### src/link_param_pkg.sv
// Offsets, field positions and fixed values of the link parameter bank
package link_param_pkg;
    localparam logic [12:0] ADDR_LINK_CONTROL   = 13'h0060;
    localparam logic [12:0] ADDR_REPEAT_COUNT   = 13'h0063;
    localparam logic [12:0] ADDR_DEVICE_ID      = 13'h0064;
    localparam logic [12:0] ADDR_BANK_ID        = 13'h0065;
    localparam logic [12:0] ADDR_LANE0_ID       = 13'h0066;
    localparam logic [12:0] ADDR_LANE1_ID       = 13'h0067;
    localparam logic [12:0] ADDR_SCR_LANES      = 13'h006E;
    localparam logic [12:0] ADDR_OCTETS         = 13'h006F;
    localparam logic [12:0] ADDR_FRAMES_MF      = 13'h0070;
    localparam logic [12:0] ADDR_CONVERTERS     = 13'h0071;
    localparam logic [12:0] ADDR_RES_CTRL       = 13'h0072;
    localparam logic [12:0] ADDR_TOTAL_BITS     = 13'h0073;
    localparam logic [12:0] ADDR_SAMPLES        = 13'h0074;
    localparam logic [12:0] ADDR_DENSITY_CW     = 13'h0075;
    localparam logic [12:0] ADDR_SPARE_ONE      = 13'h0076;
    localparam logic [12:0] ADDR_SPARE_TWO      = 13'h0077;
    localparam logic [12:0] ADDR_LANE0_CHECKSUM = 13'h0078;
    localparam logic [12:0] ADDR_LANE1_CHECKSUM = 13'h0079;

    // Field positions
    localparam int POWERDOWN_BIT  = 0;
    localparam int ILAS_MODE_LSB  = 2;
    localparam int SCRAMBLER_BIT  = 7;
    localparam int LANES_BIT      = 0;
    localparam int CONVERTERS_BIT = 0;
    localparam int CS_LSB         = 6;

    // Alignment sequence modes
    localparam logic [1:0] ILAS_OFF        = 2'h0;
    localparam logic [1:0] ILAS_ONCE       = 2'h1;
    localparam logic [1:0] ILAS_CONTINUOUS = 2'h3;

    // Fixed read-only values
    localparam logic [4:0] RESOLUTION_M1  = 5'h0D;
    localparam logic [4:0] TOTAL_BITS_M1  = 5'h0F;
    localparam logic [4:0] SAMPLES_M1     = 5'h00;
    localparam logic [4:0] CONTROL_WORDS  = 5'h00;
    localparam logic       HIGH_DENSITY   = 1'h0;

    // Values after reset
    localparam logic [6:0] RST_LINK_CONTROL = 7'h01;
    localparam logic [7:0] RST_BYTE         = 8'h00;
    localparam logic [4:0] RST_FIVE         = 5'h00;
    localparam logic [3:0] RST_NIBBLE       = 4'h0;
    localparam logic [1:0] RST_TWO          = 2'h0;
    localparam logic       RST_BIT          = 1'h0;

    // Serial port framing counts
    localparam logic [3:0] INSTR_LAST_BIT = 4'hF;
    localparam logic [3:0] DATA_LAST_BIT  = 4'h7;
    localparam int         READ_FLAG_BIT  = 15;
endpackage

### src/serial_link_param_regs.sv
// Serial-port register bank of the link configuration parameters
//
// Notes on behaviour
// - Eight-bit repeat count for the alignment sequence; zero means sent once.
// - Repeat count applies only while the mode field selects once per sync (01); continuous mode shows zero.
// - Mode 00 off, 01 once per sync, 10 reserved, 11 continuous test.
// - Writable eight-bit device identifier reported as a link parameter.
// - Writable four-bit bank identifier in low nibble; upper nibble unused.
// - Separate writable five-bit lane identifiers for lane 0 and lane 1.
// - Bit 7 of scrambler register enables scrambling; clear means off.
// - Bit 0 of scrambler register selects one lane or two lanes.
// - Octets per frame reads as twice converters divided by lanes; not writable.
// - Only F2/M1/L1, F4/M2/L1 and F2/M2/L2 are supported.
// - Writable five-bit frames-per-multiframe in low bits; upper bits reserved.
// - Bit 0 of converters register selects primary only or both converters.
// - Control bits field: none, overrange, overflow/underflow, 11 unused.
// - Resolution minus one reads fixed 13.
// - Total bits per sample minus one reads fixed 15.
// - Samples per frame minus one reads fixed zero.
// - High density flag always reads zero and cannot be written.
// - Control words per frame field always reads zero.
// - Two freely writable spare bytes carried as reserved link fields.
// - Per-lane checksum is sum of that lane's parameters modulo 256.
`timescale 1ns/1ps
`default_nettype none

module serial_link_param_regs
(
    input  wire logic       mclk_i,
    input  wire logic       rst_i,
    input  wire logic       spi_clk_i,
    input  wire logic       spi_cs_n_i,
    input  wire logic       spi_data_i,
    output logic            spi_data_o,
    output logic            spi_data_oe_o,
    output logic            link_powerdown_o,
    output logic            ilas_enable_o,
    output logic            ilas_continuous_o,
    output logic [7:0]      ilas_repeat_o,
    output logic [7:0]      device_id_o,
    output logic [3:0]      bank_id_o,
    output logic [4:0]      lane0_id_o,
    output logic [4:0]      lane1_id_o,
    output logic            scrambler_en_o,
    output logic            two_lanes_o,
    output logic [7:0]      octets_per_frame_o,
    output logic [4:0]      frames_per_multiframe_o,
    output logic            two_converters_o,
    output logic [1:0]      control_bits_o,
    output logic [7:0]      spare_one_o,
    output logic [7:0]      spare_two_o,
    output logic [7:0]      lane0_checksum_o,
    output logic [7:0]      lane1_checksum_o
);

    typedef enum logic [1:0]
    {
        PH_INSTR = 2'b01,
        PH_DATA  = 2'b10
    } phase_t;

    // Parameter storage
    logic [6:0]  link_control;
    logic [7:0]  repeat_count;
    logic [7:0]  device_id;
    logic [3:0]  bank_id;
    logic [4:0]  lane0_id;
    logic [4:0]  lane1_id;
    logic        scrambler_en;
    logic        lanes_sel;
    logic [4:0]  frames_mf;
    logic        conv_sel;
    logic [1:0]  control_bits;
    logic [7:0]  spare_one;
    logic [7:0]  spare_two;
    logic [7:0]  lane0_checksum;
    logic [7:0]  lane1_checksum;

    // Serial port state
    phase_t      phase;
    logic        spi_clk_prev;
    logic [3:0]  bit_count;
    logic [15:0] shift_in;
    logic [7:0]  shift_out;
    logic        read_op;
    logic [12:0] addr;

    // Derived parameters
    wire  [1:0]  ilas_mode   = link_control[link_param_pkg::ILAS_MODE_LSB +: 2];
    wire  [7:0]  octets      = conv_sel ? (lanes_sel ? 8'h02 : 8'h04)
                             : (lanes_sel ? 8'h01 : 8'h02);
    wire  [7:0]  octets_m1   = octets - 8'h01;
    wire  [7:0]  common_sum  = device_id + {4'h0, bank_id}
                             + {scrambler_en, 6'h00, lanes_sel}
                             + octets_m1 + {3'h0, frames_mf}
                             + {7'h00, conv_sel}
                             + {control_bits, 1'b0, link_param_pkg::RESOLUTION_M1}
                             + {3'h0, link_param_pkg::TOTAL_BITS_M1}
                             + {3'h0, link_param_pkg::SAMPLES_M1}
                             + {link_param_pkg::HIGH_DENSITY, 2'h0,
                                link_param_pkg::CONTROL_WORDS}
                             + spare_one + spare_two;
    wire  [7:0]  next_lane0_checksum = common_sum + {3'h0, lane0_id};
    wire  [7:0]  next_lane1_checksum = common_sum + {3'h0, lane1_id};

    // Serial port decoding
    wire         spi_rise   = spi_clk_i & ~spi_clk_prev;
    wire         spi_fall   = ~spi_clk_i & spi_clk_prev;
    wire [15:0]  instr_word = {shift_in[14:0], spi_data_i};
    wire [12:0]  instr_addr = instr_word[12:0];
    wire         instr_done = spi_rise && phase == PH_INSTR
                              && bit_count == link_param_pkg::INSTR_LAST_BIT;
    wire         byte_done  = spi_rise && phase == PH_DATA
                              && bit_count == link_param_pkg::DATA_LAST_BIT;
    wire [7:0]   wr_byte    = {shift_in[6:0], spi_data_i};
    wire         wr_strobe  = byte_done && !read_op;
    wire [12:0]  next_addr  = addr - 13'h0001;

    // Write enables per register
    wire we_link_control = wr_strobe && addr == link_param_pkg::ADDR_LINK_CONTROL;
    wire we_repeat       = wr_strobe && addr == link_param_pkg::ADDR_REPEAT_COUNT;
    wire we_device_id    = wr_strobe && addr == link_param_pkg::ADDR_DEVICE_ID;
    wire we_bank_id      = wr_strobe && addr == link_param_pkg::ADDR_BANK_ID;
    wire we_lane0_id     = wr_strobe && addr == link_param_pkg::ADDR_LANE0_ID;
    wire we_lane1_id     = wr_strobe && addr == link_param_pkg::ADDR_LANE1_ID;
    wire we_scr_lanes    = wr_strobe && addr == link_param_pkg::ADDR_SCR_LANES;
    wire we_frames_mf    = wr_strobe && addr == link_param_pkg::ADDR_FRAMES_MF;
    wire we_converters   = wr_strobe && addr == link_param_pkg::ADDR_CONVERTERS;
    wire we_res_ctrl     = wr_strobe && addr == link_param_pkg::ADDR_RES_CTRL;
    wire we_spare_one    = wr_strobe && addr == link_param_pkg::ADDR_SPARE_ONE;
    wire we_spare_two    = wr_strobe && addr == link_param_pkg::ADDR_SPARE_TWO;

    // Read value of one address; open bits and unmapped addresses read zero
    function automatic logic [7:0] read_value(input logic [12:0] a);
        logic [7:0] v;
        v = 8'h00;
        unique case (a)
            link_param_pkg::ADDR_LINK_CONTROL:   v = {1'b0, link_control};
            link_param_pkg::ADDR_REPEAT_COUNT:   v = repeat_count;
            link_param_pkg::ADDR_DEVICE_ID:      v = device_id;
            link_param_pkg::ADDR_BANK_ID:        v = {4'h0, bank_id};
            link_param_pkg::ADDR_LANE0_ID:       v = {3'h0, lane0_id};
            link_param_pkg::ADDR_LANE1_ID:       v = {3'h0, lane1_id};
            link_param_pkg::ADDR_SCR_LANES:      v = {scrambler_en, 6'h00,
                                                      lanes_sel};
            link_param_pkg::ADDR_OCTETS:         v = octets;
            link_param_pkg::ADDR_FRAMES_MF:      v = {3'h0, frames_mf};
            link_param_pkg::ADDR_CONVERTERS:     v = {7'h00, conv_sel};
            link_param_pkg::ADDR_RES_CTRL:       v = {control_bits, 1'b0,
                                link_param_pkg::RESOLUTION_M1};
            link_param_pkg::ADDR_TOTAL_BITS:     v = {3'h0,
                                link_param_pkg::TOTAL_BITS_M1};
            link_param_pkg::ADDR_SAMPLES:        v = {3'h0,
                                link_param_pkg::SAMPLES_M1};
            link_param_pkg::ADDR_DENSITY_CW:     v = {
                                link_param_pkg::HIGH_DENSITY, 2'h0,
                                link_param_pkg::CONTROL_WORDS};
            link_param_pkg::ADDR_SPARE_ONE:      v = spare_one;
            link_param_pkg::ADDR_SPARE_TWO:      v = spare_two;
            link_param_pkg::ADDR_LANE0_CHECKSUM: v = lane0_checksum;
            link_param_pkg::ADDR_LANE1_CHECKSUM: v = lane1_checksum;
            default:                             v = 8'h00;
        endcase
        return v;
    endfunction

    // Serial port framing
    always_ff @(posedge mclk_i)
    begin
        if (rst_i || spi_cs_n_i)
        begin
            phase     <= PH_INSTR;
            bit_count <= 4'h0;
            read_op   <= 1'b0;
            addr      <= 13'h0000;
        end
        else if (instr_done)
        begin
            phase     <= PH_DATA;
            bit_count <= 4'h0;
            read_op   <= instr_word[link_param_pkg::READ_FLAG_BIT];
            addr      <= instr_addr;
        end
        else if (byte_done)
        begin
            bit_count <= 4'h0;
            addr      <= next_addr;
        end
        else if (spi_rise)
        begin
            bit_count <= bit_count + 4'h1;
        end
    end

    // Shift registers and pin drive
    always_ff @(posedge mclk_i)
    begin
        spi_clk_prev <= rst_i ? 1'b0 : spi_clk_i;
        if (rst_i || spi_cs_n_i)
        begin
            shift_in      <= 16'h0000;
            shift_out     <= 8'h00;
            spi_data_o    <= 1'b0;
            spi_data_oe_o <= 1'b0;
        end
        else
        begin
            if (spi_rise)
                shift_in <= instr_word;
            if (instr_done)
                shift_out <= read_value(instr_addr);
            else if (byte_done)
                shift_out <= read_value(next_addr);
            else if (spi_fall && phase == PH_DATA && read_op)
            begin
                spi_data_o    <= shift_out[7];
                spi_data_oe_o <= 1'b1;
                shift_out     <= {shift_out[6:0], 1'b0};
            end
        end
    end

    // Parameter registers; read-only fields have no write path
    always_ff @(posedge mclk_i)
    begin
        if (rst_i)
        begin
            link_control <= link_param_pkg::RST_LINK_CONTROL;
            repeat_count <= link_param_pkg::RST_BYTE;
            device_id    <= link_param_pkg::RST_BYTE;
            bank_id      <= link_param_pkg::RST_NIBBLE;
            lane0_id     <= link_param_pkg::RST_FIVE;
            lane1_id     <= link_param_pkg::RST_FIVE;
            scrambler_en <= link_param_pkg::RST_BIT;
            lanes_sel    <= link_param_pkg::RST_BIT;
            frames_mf    <= link_param_pkg::RST_FIVE;
            conv_sel     <= link_param_pkg::RST_BIT;
            control_bits <= link_param_pkg::RST_TWO;
            spare_one    <= link_param_pkg::RST_BYTE;
            spare_two    <= link_param_pkg::RST_BYTE;
        end
        else
        begin
            if (we_link_control)
                link_control <= wr_byte[6:0];
            if (we_repeat)
                repeat_count <= wr_byte;
            if (we_device_id)
                device_id <= wr_byte;
            if (we_bank_id)
                bank_id <= wr_byte[3:0];
            if (we_lane0_id)
                lane0_id <= wr_byte[4:0];
            if (we_lane1_id)
                lane1_id <= wr_byte[4:0];
            if (we_scr_lanes)
            begin
                scrambler_en <= wr_byte[link_param_pkg::SCRAMBLER_BIT];
                lanes_sel    <= wr_byte[link_param_pkg::LANES_BIT];
            end
            if (we_frames_mf)
                frames_mf <= wr_byte[4:0];
            if (we_converters)
                conv_sel <= wr_byte[link_param_pkg::CONVERTERS_BIT];
            if (we_res_ctrl)
                control_bits <= wr_byte[link_param_pkg::CS_LSB +: 2];
            if (we_spare_one)
                spare_one <= wr_byte;
            if (we_spare_two)
                spare_two <= wr_byte;
        end
    end

    // Checksums and transmitter-facing outputs
    always_ff @(posedge mclk_i)
    begin
        if (rst_i)
        begin
            lane0_checksum          <= 8'h00;
            lane1_checksum          <= 8'h00;
            link_powerdown_o        <= 1'b1;
            ilas_enable_o           <= 1'b0;
            ilas_continuous_o       <= 1'b0;
            ilas_repeat_o           <= 8'h00;
            device_id_o             <= 8'h00;
            bank_id_o               <= 4'h0;
            lane0_id_o              <= 5'h00;
            lane1_id_o              <= 5'h00;
            scrambler_en_o          <= 1'b0;
            two_lanes_o             <= 1'b0;
            octets_per_frame_o      <= 8'h02;
            frames_per_multiframe_o <= 5'h00;
            two_converters_o        <= 1'b0;
            control_bits_o          <= 2'h0;
            spare_one_o             <= 8'h00;
            spare_two_o             <= 8'h00;
            lane0_checksum_o        <= 8'h00;
            lane1_checksum_o        <= 8'h00;
        end
        else
        begin
            lane0_checksum    <= next_lane0_checksum;
            lane1_checksum    <= next_lane1_checksum;
            link_powerdown_o  <= link_control[link_param_pkg::POWERDOWN_BIT];
            ilas_enable_o     <= ilas_mode == link_param_pkg::ILAS_ONCE
                              || ilas_mode == link_param_pkg::ILAS_CONTINUOUS;
            ilas_continuous_o <= ilas_mode == link_param_pkg::ILAS_CONTINUOUS;
            ilas_repeat_o     <= ilas_mode == link_param_pkg::ILAS_ONCE
                               ? repeat_count : 8'h00;
            device_id_o             <= device_id;
            bank_id_o               <= bank_id;
            lane0_id_o              <= lane0_id;
            lane1_id_o              <= lane1_id;
            scrambler_en_o          <= scrambler_en;
            two_lanes_o             <= lanes_sel;
            octets_per_frame_o      <= octets;
            frames_per_multiframe_o <= frames_mf;
            two_converters_o        <= conv_sel;
            control_bits_o          <= control_bits;
            spare_one_o             <= spare_one;
            spare_two_o             <= spare_two;
            lane0_checksum_o        <= lane0_checksum;
            lane1_checksum_o        <= lane1_checksum;
        end
    end

endmodule

`default_nettype wire

### config.mk
export PLATFORM = sky130hd
export DESIGN_NAME = serial_link_param_regs
export DESIGN_NICKNAME = d
export VERILOG_FILES = /design/src/link_param_pkg.sv /design/src/serial_link_param_regs.sv
export SDC_FILE = /design/constraint.sdc
export NUM_CORES = 1
export LEC_CHECK = 0
export BUFFER_PORTS_ARGS = -buffer_cell sky130_fd_sc_hd__buf_2
export CAP_MARGIN = 10
export CORE_ASPECT_RATIO = 1.4
export CORE_UTILIZATION = 55
export CTS_CLUSTER_DIAMETER = 40
export DETAILED_ROUTE_END_ITERATION = 10
export PLACE_DENSITY = 0.74
export SETUP_SLACK_MARGIN = 0.05
export SLEW_MARGIN = 10
export SYNTH_ARGS = -nofsm -noshare
export SYNTH_HDL_FRONTEND = slang
export SYNTH_SLANG_ARGS = --single-unit
### constraint.sdc
create_clock -name mclk_i -period 11.8 [get_ports mclk_i]
set_input_delay 1.77 -clock mclk_i [delete_from_list [all_inputs] [get_ports mclk_i]]
set_output_delay 1.77 -clock mclk_i [all_outputs]
set_load 0.02 [all_outputs]
== Word level (Yosys, flattened, before mapping) ==
Cells that the tools add are included.
Cells by class
  add/sub/neg operators: 14
  multipliers: 0
  div/mod/pow operators: 0
  $lt $le $gt $ge: 0
  equality and inequality tests: 50
  shift-type cells: 0
  mux-type cells: 10
  bitwise logic cells: 7
  reductions and logical operators: 27
Operators by type and width (number)
  $eq A13 B7 Y1 const B: 44
  $pmux W8 S16: 2
  $add A8 B8 Y8: 5
  $mux W13: 2
  $add A8 B5 Y8: 3
  $mux W8: 3
  $logic_and A1 B1 Y1: 19
  $sub A13 B1 Y13 const B: 1
  $add A8 B1 Y8: 1
  $add A8 B4 Y8: 1
  $add A8 B4 Y8 const B: 1
  $mux W3: 2
  $not A1 Y1: 5
  $add A4 B1 Y4 const B: 1
  $eq A2 B1 Y1 const B: 2
  $eq A2 B2 Y1 const B: 2
  $eq A4 B3 Y1 const B: 1
  $eq A4 B4 Y1 const B: 1
  $sub A3 B1 Y4 const B: 1
  $reduce_and A3 Y1: 1
  $reduce_bool A3 Y1: 1
  $reduce_or A3 Y1: 1
  $and A1 B1 Y1: 2
  $logic_or A1 B1 Y1: 2
  4 further kinds: 4
Storage, ports and cells
  bits in registers: 208
  latch bits: 0
  memory bits (writable): 0
  memory bits (read-only): 0
  input bits: 5
  output and inout port bits: 85
  logic and storage cells: 150
  memories: 0

== Longest topological paths before layout ==
Gate-level depths: netlist of run 1.
  word-level depth: 11
  gate-level depth with buffers: 19
  mapped depth without buffers: 19

== Worst setup path before layout of run 1 ==
Ideal clock, no wire load.
  path type: register to register
  start: register spare_one[3]
  end: register lane0_checksum[6]
  library setup time: 0.128 ns
  arrival: 3.983 ns
  required time: 11.672 ns
  setup slack: 7.689 ns
  stages on the path, launching flop included: 17
  buffers on the path: 0
  period minus slack after synthesis: 4.111 ns
  cell sequence: dfxtp_1 -> inv_1 -> fa_1 -> inv_1 -> fa_1 -> inv_1 -> fa_1 -> inv_1 -> fa_1 -> ha_1 -> a31oi_1 -> xnor2_1 -> ha_1 -> nor2b_1 -> o21ai_0 -> xor2_1 -> nor2_1
Between the ends
  cells in the longest elaborated chain, start to end: 3
Ends and longest elaborated chain
  from (decl): RTL line serial_link_param_regs.sv:74  | logic [7:0] spare_one;
  from (signal assigned): RTL line serial_link_param_regs.sv:239  | spare_one <= link_param_pkg::RST_BYTE;
  from (signal assigned): RTL line serial_link_param_regs.sv:268  | spare_one <= wr_byte;
  $add A8 B8 Y8 (2 in series): RTL line serial_link_param_regs.sv:102  | + spare_one + spare_two;
  $add A8 B5 Y8: RTL line serial_link_param_regs.sv:103  | wire [7:0] next_lane0_checksum = common_sum + {3'h0, lane0_id};
  to (signal assigned): RTL line serial_link_param_regs.sv:302  | lane0_checksum <= next_lane0_checksum;
  to (decl): RTL line serial_link_param_regs.sv:76  | logic [7:0] lane0_checksum;
No other way between the ends.
A chain may end at the register's enable or synchronous reset.

== Final worst setup path of run 1 ==
  start: register spare_one[3]
  end: register lane0_checksum[7]
The elaborated chain is that of the path after synthesis.

==> results of run 1 <==
[routing by layer]
layer / part of all wire [%] / up-vias
met4: 8.0 / 2
met5: 0.025 / -
met2: 47 / 534
met3: 7.4 / 157
li1: - / 4379
met1: 38 / 4544
[critical path, cell delays in order, from the launching register on]
cell      delay, ns
dfxtp_1        0.46
inv_1          0.13
fa_1           0.51
inv_1          0.06
fa_1           0.54
inv_1          0.05
fa_1           0.48
inv_1          0.05
fa_1           0.45
ha_1           0.34
xor2_1         0.26
ha_1           0.32
nor2b_1        0.15
o21ai_0        0.27
nand2b_1       0.16
nand2_1        0.11
xnor2_1        0.12
nor2_1         0.05
[cell families after synthesis]
group | after synthesis | share of synthesized area (%)
muxes | 33 | 3.18
DFF | 203 | 38.7
adders and majority gates | 59 | 8.73
other | 1 | 0.0357
buffers and inverters | 147 | 5.62
AOI/OAI and AO/OA | 272 | 17.8
xor gates and xnor gates | 26 | 2.17
and+or+nand+nor | 487 | 23.8
[power groups by stage]
stage / clock, mW / sequential, mW / combinational [mW]
floorplan: 0 / 0.713 / 0.0334
global placement: 0 / 0.715 / 0.0449
detailed placement: 0 / 0.715 / 0.0457
CTS: 0.784 / 0.699 / 0.0459
global route: 0.815 / 0.699 / 0.0508
finish: 0.777 / 0.700 / 0.0463
[Yosys cell counts, drive strengths merged, types with 4 or more instances]
library cell,instances
o21bai,5
o22ai,5
o211ai,5
nor4,9
a21o,6
and3,9
o31ai,6
a32o,7
nand3b,4
o221a,4
nor3,19
o21ai,37
o2111ai,4
or3b,4
xnor2,20
buf,20
a222oi,6
a21oi,85
mux2i,30
nand2,155
fa,24
a22oi,23
nand4,15
a21boi,4
clkbuf,65
a221oi,12
or2,4
nor3b,8
a32oi,17
nand2b,11
and2,18
xor2,6
nand3,38
inv,62
or3,6
a211oi,5
dfxtp,203
a31oi,13
a22o,6
ha,35
nor2b,68
nor2,103
[path summary, 6_finish.rpt]
check	start	endpoint	slack, ns	cells after the start
max	spare_one[3]	lane0_checksum[7]	7.17	17
min	spi_data_oe_o	spi_data_oe_o	0.45	2
max reg2reg	spare_one[3]	lane0_checksum[7]	7.17	17
min reg2reg	spi_data_oe_o	spi_data_oe_o	0.45	2
[layout make-up]
cell class                 count  area, um^2
clock inverter                15         161
tap                          244         305
sequential                   203        4060
clock buffer                  33         707
fill                        1614        6810
multi-input combinational    886        5900
inverter                      62         233
timing repair buffer          94         498
==> impl_metrics.tcl, run 1 <==
set metrics [dict create \
    htreeDepth 1 \
    synth_area_mm2 0.0105 \
    grt_first_pass_wirelength_mm 53.9 \
    cts_root_buffer "clkbuf_16" \
    instances_no_fill 1537 \
    busiest_layer "met2" \
    grt_pass1_vias 9324 \
    p_int_mw 1.15 \
    post_cts_buffers 0 \
    placedCellCount 1489 \
    yosys_warnings 0 \
    rsz0062_at_grt "no" \
    final_cell_mix "dfxtp_1 (203), nand2_1 (153), nor2_1 (101)" \
    holdBufCountCts 0 \
    clkSinkCount 203 \
    clock_skew_ns 0.0131 \
    fin_util_pct 63.5 \
    crit_arrival_ns 5.03 \
    dpl_worst_slack_ns 7.10 \
    ys_ff_latch 203 \
    remaining_drc_errors 0 \
    holdCritPathClass "reg2reg" \
    cts_made_buffers 26 \
    maxSlewHeadroom_pct 24.7 \
    clk_pin_slew_ns 0.06 \
    initial_utilization_pct 56.3 \
    cp_max_fo 5 \
    cts_resized 0 \
    drt_iter0_drc 851 \
    cts_tree "built" \
    reg_top3 "shift_in: 15 flops, addr: 13 flops" \
    max_freq_mhz 216 \
    clk_latency_ns 0.54 \
    die_area_mm2 0.0197 \
    die_h_um 166 \
    groute.layer.met1.usage_pct 41.9 \
    nets 1337 \
    synth.avg_cell_area_um2 8.56 \
    hpwl_mm 25.4 \
    yosysUniqueCellTypes 87 \
    grt_max_degree 89 \
    largest-register "shift_in" \
    status "finished clean" \
    core_area_mm2 0.0187 \
    met2_usage_pct 60.8 \
    layout-drive-gt1-share_pct 13.5 \
    largest_register_ffs 15 \
    area_growth_pct 12.9 \
    portBuffers 84 \
    io_pins 90 \
    synth_edf_count 0 \
    tns_ns 0 \
    pwr-share-clk_pct 51.0 \
    whs_ns 0.449 \
    tightest_slew_ns 1.13 \
    setup_viol 0 \
    mostFrequentLayoutCell "dfxtp_1" \
    totalWireLength_mm 35.3 \
    crit_type "reg2reg" \
    vdd_drop_max_mv 0.121 \
    grtUsageMet3_pct 5.19 \
    vias_per_cell 6.26 \
    synth_top_area_cell "dfxtp_1" \
    ys_seq_area_share_pct 38.7 \
    pwr-share-comb_pct 3.0 \
    period_minus_slack_ns 4.63 \
    dr.pass1.iters 6 \
    clk_path_buf_depth 3 \
    synth.area.top_cells "dfxtp_1 (39%), nand2_1 (5.5%), fa_1 (4.6%), ha_1 (4.2%), a21oi_1 (4.0%)" \
    hold_viol 0 \
    antenna_found_initial 1 \
    synthFlopType "dfxtp_1" \
    finalCritPeriodShare_pct 39.2 \
    maxCapViolations 0 \
    p_switching_uw 376 \
    antenna_cells 0 \
    groute.usage.overall_pct 36.2 \
    worstPathRequired_ns 12.20 \
    stdcell_area_mm2 0.0119 \
    synth.top_cell.area_share_pct 38.7 \
    fp-row-count 59 \
    seqPwrFrac_pct 46.0 \
    dieWidth_um 119 \
    dpl-instance-area_mm2 0.0110 \
    vias 9616 \
    worst_slack_ns 7.17 \
    report.final.slew_viol_count 0 \
    total_leakage_power_nw 4.74 \
    worst_setup_path_end_kind "flip-flop" \
    swShare_pct 24.7 \
    total_power_mw 1.52 \
    async_flop_share_pct 0 \
    routedWlPerCell_um 23.0 \
    gr-total-overflow 0 \
    synth_cells 1228 \
    gp_congestion 0.977 \
    ant_nets 0 \
    cp-start-kind "flip-flop" \
    power_density_mw_per_mm2 128 \
]
No activity file was read; power rests on OpenSTA's default activity.
==> run 2: changes to the inputs <==
--- a/config.mk
+++ b/config.mk
@@ -8,10 +8,10 @@
 export BUFFER_PORTS_ARGS = -buffer_cell sky130_fd_sc_hd__buf_2
 export CAP_MARGIN = 10
 export CORE_ASPECT_RATIO = 1.4
-export CORE_UTILIZATION = 55
+export CORE_UTILIZATION = 54
 export CTS_CLUSTER_DIAMETER = 40
 export DETAILED_ROUTE_END_ITERATION = 10
-export PLACE_DENSITY = 0.74
+export PLACE_DENSITY = 0.76
 export SETUP_SLACK_MARGIN = 0.05
 export SLEW_MARGIN = 10
 export SYNTH_ARGS = -nofsm -noshare
==> constraint.sdc (replaced) <==
create_clock -name mclk_i -period 4 [get_ports mclk_i]
set_input_delay 0.6 -clock mclk_i [delete_from_list [all_inputs] [get_ports mclk_i]]
set_output_delay 0.6 -clock mclk_i [all_outputs]
set_load 0.02 [all_outputs]
==> run 2 against run 1 <==
- the run now ends with setup timing left
- cell count increased by 4.4%
- sequential power increased to 3.0 times the previous value
- global-route usage increased by 1.7 points
- worst setup slack got worse by 7.3 ns
- wire length increased by 8.3%
- clock skew increased by 0.0059 ns
- highest routed layer is now met4
==> impl_metrics.tcl, run 2 (synthesis results as in run 1) <==
set metrics [dict create \
    finalCritPeriodShare_pct 103 \
    cts_made_buffers 26 \
    min-delay-start "spi_clk_i" \
    largest-register "shift_in" \
    mostFrequentLayoutCell "dfxtp_1" \
    grt_pass1_vias 9887 \
    largest_register_ffs 15 \
    reg_top3 "shift_in: 15 flops, addr: 13 flops" \
    whs_ns 0.330 \
    clkSinkCount 203 \
    fp-row-count 60 \
    crit_start "spare_one[3]" \
    gp_congestion 1.08 \
    multi_input_area_mm2 0.00617 \
    worst_slack_ns -0.136 \
    tightest_slew_ns 1.04 \
    worstPathRequired_ns 4.41 \
    r2r-start "spare_one[3]" \
    clk_path_buf_depth 3 \
    status "finished, violations left" \
    maxCapViolations 0 \
    vdd_drop_max_mv 0.398 \
    worst_setup_path_end_kind "flip-flop" \
    dr.pass1.iters 7 \
    setup_viol 5 \
    io_pins 90 \
    routedWlPerCell_um 23.8 \
    htreeDepth 1 \
    initial_utilization_pct 54.9 \
    crit_arrival_ns 4.55 \
    ant_nets 0 \
    portBuffers 84 \
    groute.usage.overall_pct 37.8 \
    total_leakage_power_nw 5.12 \
    placedCellCount 1552 \
    ff_latch_area_mm2 0.00407 \
    holdBufCountCts 0 \
    hpwl_mm 27.5 \
    cp_max_fo 3 \
    grt_first_pass_wirelength_mm 57.3 \
    maxSlewHeadroom_pct 30.5 \
    vias 10200 \
    crit_type "reg2reg" \
    drt_iter0_drc 939 \
    hold_viol 0 \
    clk_pin_slew_ns 0.06 \
    layout-drive-gt1-share_pct 20.2 \
    antenna_found_initial 1 \
    nets 1400 \
    clk_latency_ns 0.54 \
    max_freq_mhz 242 \
    vias_per_cell 6.33 \
    holdCritPathClass "in2reg" \
    cp-start-kind "flip-flop" \
    dieWidth_um 120 \
    failed_checks "setup timing" \
    clock_skew_ns 0.0189 \
    grt_max_degree 103 \
    power_density_mw_per_mm2 365 \
    rsz0062_at_grt "yes" \
    period_minus_slack_ns 4.14 \
    report.final.slew_viol_count 0 \
    totalWireLength_mm 38.3 \
    remaining_drc_errors 0 \
    die_area_mm2 0.0200 \
    instances_no_fill 1605 \
    final_cell_mix "dfxtp_1 (200), nand2_1 (153), nor2_1 (101)" \
    area_growth_pct 20.6 \
    cts_root_buffer "clkbuf_16" \
    core_area_mm2 0.0191 \
    total_power_mw 4.63 \
    gr-total-overflow 0 \
    n_fill_cell 1511 \
    fin_util_pct 66.2 \
    die_h_um 167 \
    cts_tree "built" \
]
==> run 2: cell types whose count changed in the layout (fill, tap and decap cells not counted), moves of 5 or more <==
cell | previous run | this run
buf_4 | 11 | 72
ha_4 | 0 | 8
a21oi_1 | 85 | 80
ha_1 | 35 | 26
==> run 2: report_power, final <==
part           leakage (nW)  total (mW)  switching, mW  internal [mW]
clock                 0.435        2.40           1.00           1.39
combinational          3.04       0.169          0.111         0.0586
sequential             1.64        2.07         0.0271           2.04
total                  5.12        4.63           1.14           3.49
==> run 2: repair_timing <==
| item | in CTS | in global routing |
|---|---|---|
| pin swaps | 12 | 18 |
| buffers inserted | 2 | 2 |
| endpoints found under the setup margin | 8 | 10 |
| resized for setup | 20 | 26 |
==> run 2: routing by layer <==
layer	vias to the layer above	global-route usage (%)	share of wire, %
met4	0	29.1	10
li1	4514	-	-
met2	650	63.8	47
met1	4781	42.7	35
met3	222	5.25	8.1
met5	-	0	0
==> run 2: area by class of cell <==
type | instances | share of cell area [%]
sequential | 203 | 32.1
inverter | 62 | 1.84
tap | 248 | 2.45
multi-input combinational | 886 | 48.7
timing repair buffer | 157 | 7.79
clock buffer | 31 | 5.69
clock inverter | 16 | 1.45
antenna | 2 | 0.0395
==> run 2: metrics by stage <==
stage                     setup TNS, ns  cell area [um^2]  setup WS (ns)
after floorplan                       0             10600         0.0735
after global placement           -0.216             11500        -0.0592
after detailed placement         -0.919             11500         -0.204
after CTS                        -0.706             12500         -0.160
after global routing              -1.34             12700         -0.250
final                            -0.440             12700         -0.136
==> run 2: critical path, cell delays in order, from the launching register on <==
cell and delay [ns]:
dfxtp_2 0.34, inv_2 0.05, fa_1 0.52, inv_1 0.05, fa_1 0.47, inv_1 0.05, fa_1 0.48, inv_1 0.05
fa_1 0.48, ha_4 0.34, a31oi_4 0.13, xnor2_4 0.24, ha_4 0.26, nor2b_4 0.14, o21ai_2 0.15, xor2_1 0.18
nor2_1 0.07
==> run 2: final timing paths <==
check,to,slack [ns],cells past startpoint
worst max-delay path,lane1_checksum[6],-0.14,16
worst min-delay path,spi_clk_prev,0.33,2
worst max register to register,lane1_checksum[6],-0.14,16
worst min register to register,spi_data_oe_o,0.45,2
==> run 3: changes to the inputs <==
--- a/config.mk
+++ b/config.mk
@@ -8,10 +8,10 @@
 export BUFFER_PORTS_ARGS = -buffer_cell sky130_fd_sc_hd__buf_2
 export CAP_MARGIN = 10
 export CORE_ASPECT_RATIO = 1.4
-export CORE_UTILIZATION = 54
+export CORE_UTILIZATION = 55
 export CTS_CLUSTER_DIAMETER = 40
 export DETAILED_ROUTE_END_ITERATION = 10
-export PLACE_DENSITY = 0.76
+export PLACE_DENSITY = 0.74
 export SETUP_SLACK_MARGIN = 0.05
 export SLEW_MARGIN = 10
 export SYNTH_ARGS = -nofsm -noshare
==> constraint.sdc (replaced) <==
create_clock -name mclk_i -period 4.7 [get_ports mclk_i]
set_input_delay 0.705 -clock mclk_i [delete_from_list [all_inputs] [get_ports mclk_i]]
set_output_delay 0.705 -clock mclk_i [all_outputs]
set_load 0.02 [all_outputs]
==> run 3 against run 2 <==
- the run now ends clean
- global-route usage down 0.69 points
- fmax shrank 6.8%
- count of clock-buffer cells in the layout down 1
- register-to-register slack better by 0.40 ns
- clock power is 6% lower
- first-iteration DRC count rose by 8.9%
- critical path depth unchanged
- flip-flop and latch count unchanged
- sequential power shrank 15%
- power shrank 11%
- utilization is 1.1 points lower
- worst hold slack better by 0.089 ns
- critical path type unchanged
- largest power group unchanged
==> impl_metrics.tcl, run 3 (synthesis results as in run 1) <==
set metrics [dict create \
    path_cells "inv_1, fa_1, inv_1, fa_1, inv_1, fa_1, inv_1, fa_1, ha_1, a31oi_2, xnor2_1, ha_1, nor2b_1, o21ai_0, xor2_1, nor2_1" \
    clkSinkCount 203 \
    power_density_mw_per_mm2 340 \
    grtUsageMet3_pct 6.22 \
    cts_resized 0 \
    p_int_mw 3.17 \
    die_h_um 166 \
    remaining_drc_errors 0 \
    initial_utilization_pct 56.3 \
    area_growth_pct 15.7 \
    total_power_mw 4.14 \
    htreeDepth 1 \
    maxCapViolations 0 \
    largest_register_ffs 15 \
    clock_skew_ns 0.0172 \
    hpwl_mm 26.4 \
    setup_viol 0 \
    crit_arrival_ns 4.85 \
    worstPathRequired_ns 5.11 \
    grt_first_pass_wirelength_mm 54.9 \
    cp-start-kind "flip-flop" \
    pwr-share-comb_pct 2.9 \
    post_cts_buffers 0 \
    max_freq_mhz 225 \
    swShare_pct 23.3 \
    layout-drive-gt1-share_pct 15.1 \
    routedWlPerCell_um 23.5 \
    slowest_stage "fa_1" \
    gr-total-overflow 0 \
    busiest_layer "met2" \
    dr.pass1.iters 8 \
    seqPwrFrac_pct 42.4 \
    ff2ff_path_depth 16 \
    period_minus_slack_ns 4.44 \
    groute.usage.overall_pct 37.1 \
    total_leakage_power_nw 4.91 \
    maxSlewHeadroom_pct 31.2 \
    tns_ns 0 \
    holdCritPathClass "in2reg" \
    r2r-start "spare_one[3]" \
    finalCritPeriodShare_pct 94.4 \
    groute.layer.met1.usage_pct 42.6 \
    reg_top3 "shift_in: 15 flops, addr: 13 flops" \
    pwr-share-clk_pct 54.7 \
    dpl_worst_slack_ns 0.286 \
    p_switching_uw 965 \
    gp_congestion 1.01 \
    worst_setup_path_end_kind "flip-flop" \
    rsz0062_at_grt "no" \
    final_cell_mix "dfxtp_1 (203), nand2_1 (153), nor2_1 (101)" \
    clk_path_buf_depth 3 \
    clk_latency_ns 0.54 \
    min-delay-start "spi_clk_i" \
    largest-register "shift_in" \
    ant_nets 0 \
    n_fill_cell 1583 \
    fp-row-count 59 \
    totalWireLength_mm 36.6 \
    die_area_mm2 0.0197 \
    drt_iter0_drc 1023 \
    r2r_end "lane0_checksum[6]" \
    mostFrequentLayoutCell "dfxtp_1" \
    clk_pin_slew_ns 0.06 \
    fin_util_pct 65.2 \
    whs_path_depth 2 \
    core_area_mm2 0.0187 \
    cp_slowest_stage_delay_ns 0.53 \
    nets 1356 \
    vdd_drop_max_mv 0.279 \
    dieWidth_um 119 \
    grt_pass1_vias 9254 \
    cts_tree "built" \
    crit_type "reg2reg" \
    hold_viol 0 \
    regToRegSetupSlack_ns 0.26 \
    grt_max_degree 75 \
    whs_ns 0.420 \
    cts_root_buffer "clkbuf_16" \
    vias_per_cell 6.17 \
    worst_slack_ns 0.263 \
    vias 9618 \
    report.final.slew_viol_count 0 \
    cp_max_fo 5 \
    antenna_found_initial 0 \
    holdBufCountCts 0 \
    portBuffers 84 \
    status "finished clean" \
    io_pins 90 \
    tightest_slew_ns 1.03 \
    holdPathEnd "spi_clk_prev" \
    cts_made_buffers 27 \
    met2_usage_pct 62.9 \
]
==> run 3: cell count changes in the layout (fill, tap and decap cells not counted), moves of 5 or more <==
cell,before,now
a21oi_1,80,85
ha_4,8,0
ha_1,26,35
buf_4,72,29
==> run 3: worst max-delay path by stage <==
stage	startpoint	endpoint	slack [ns]	cells after the start
6_report	spare_one[3]	lane0_checksum[6]	0.26	16
3_5_place_dp	spare_one[3]	lane0_checksum[6]	0.29	16
3_3_place_gp	spare_one[3]	lane0_checksum[6]	0.43	16
4_1_cts	spare_one[3]	lane0_checksum[6]	0.21	16
2_1_floorplan	spare_one[3]	lane0_checksum[6]	0.59	16
5_1_grt	spare_one[3]	lane0_checksum[6]	0.07	16
==> run 3: metrics by stage <==
step,instance area (um^2),cells
6_report,12200,1558
5_1_grt,12200,1557
4_1_cts,12200,1557
3_5_place_dp,11100,1507
3_3_place_gp,11100,1507
2_1_floorplan,10500,1236
==> run 3: metal layers <==
metal	part of all wire (%)	routed length, um
met1	37	13400
met2	47	17400
met3	8.2	3010
met4	7.8	2840
met5	0	0
==> run 3: layout make-up <==
class / instances / area, um^2 / share of cell area [%]
multi-input cells: 886 / 5900 / 48.5
flip-flops and latches: 203 / 4060 / 33.4
clock buffers: 30 / 707 / 5.81
repair buffers: 112 / 633 / 5.20
clock inverters: 20 / 320 / 2.63
well taps: 244 / 305 / 2.51
diodes: 1 / 2.50 / 0.0206
inverters: 62 / 233 / 1.91
==> run 3: critical path: cells and delay by family, from the launching register on <==
kind / cells / cell delay [ns]
buf+inv: 4 / 0.25
flops: 1 / 0.40
compound gates: 2 / 0.49
fa+ha+maj: 6 / 2.59
xor+xnor: 2 / 0.37
simple gates: 2 / 0.20
==> run 3: power groups by stage <==
stage	Clock, mW	Sequential [mW]	Combinational [mW]
2_1_floorplan	0	1.79	0.0839
3_3_place_gp	0	1.79	0.117
3_5_place_dp	0	1.79	0.120
4_1_cts	2.28	1.75	0.121
5_1_grt	2.37	1.75	0.132
6_report	2.26	1.75	0.122
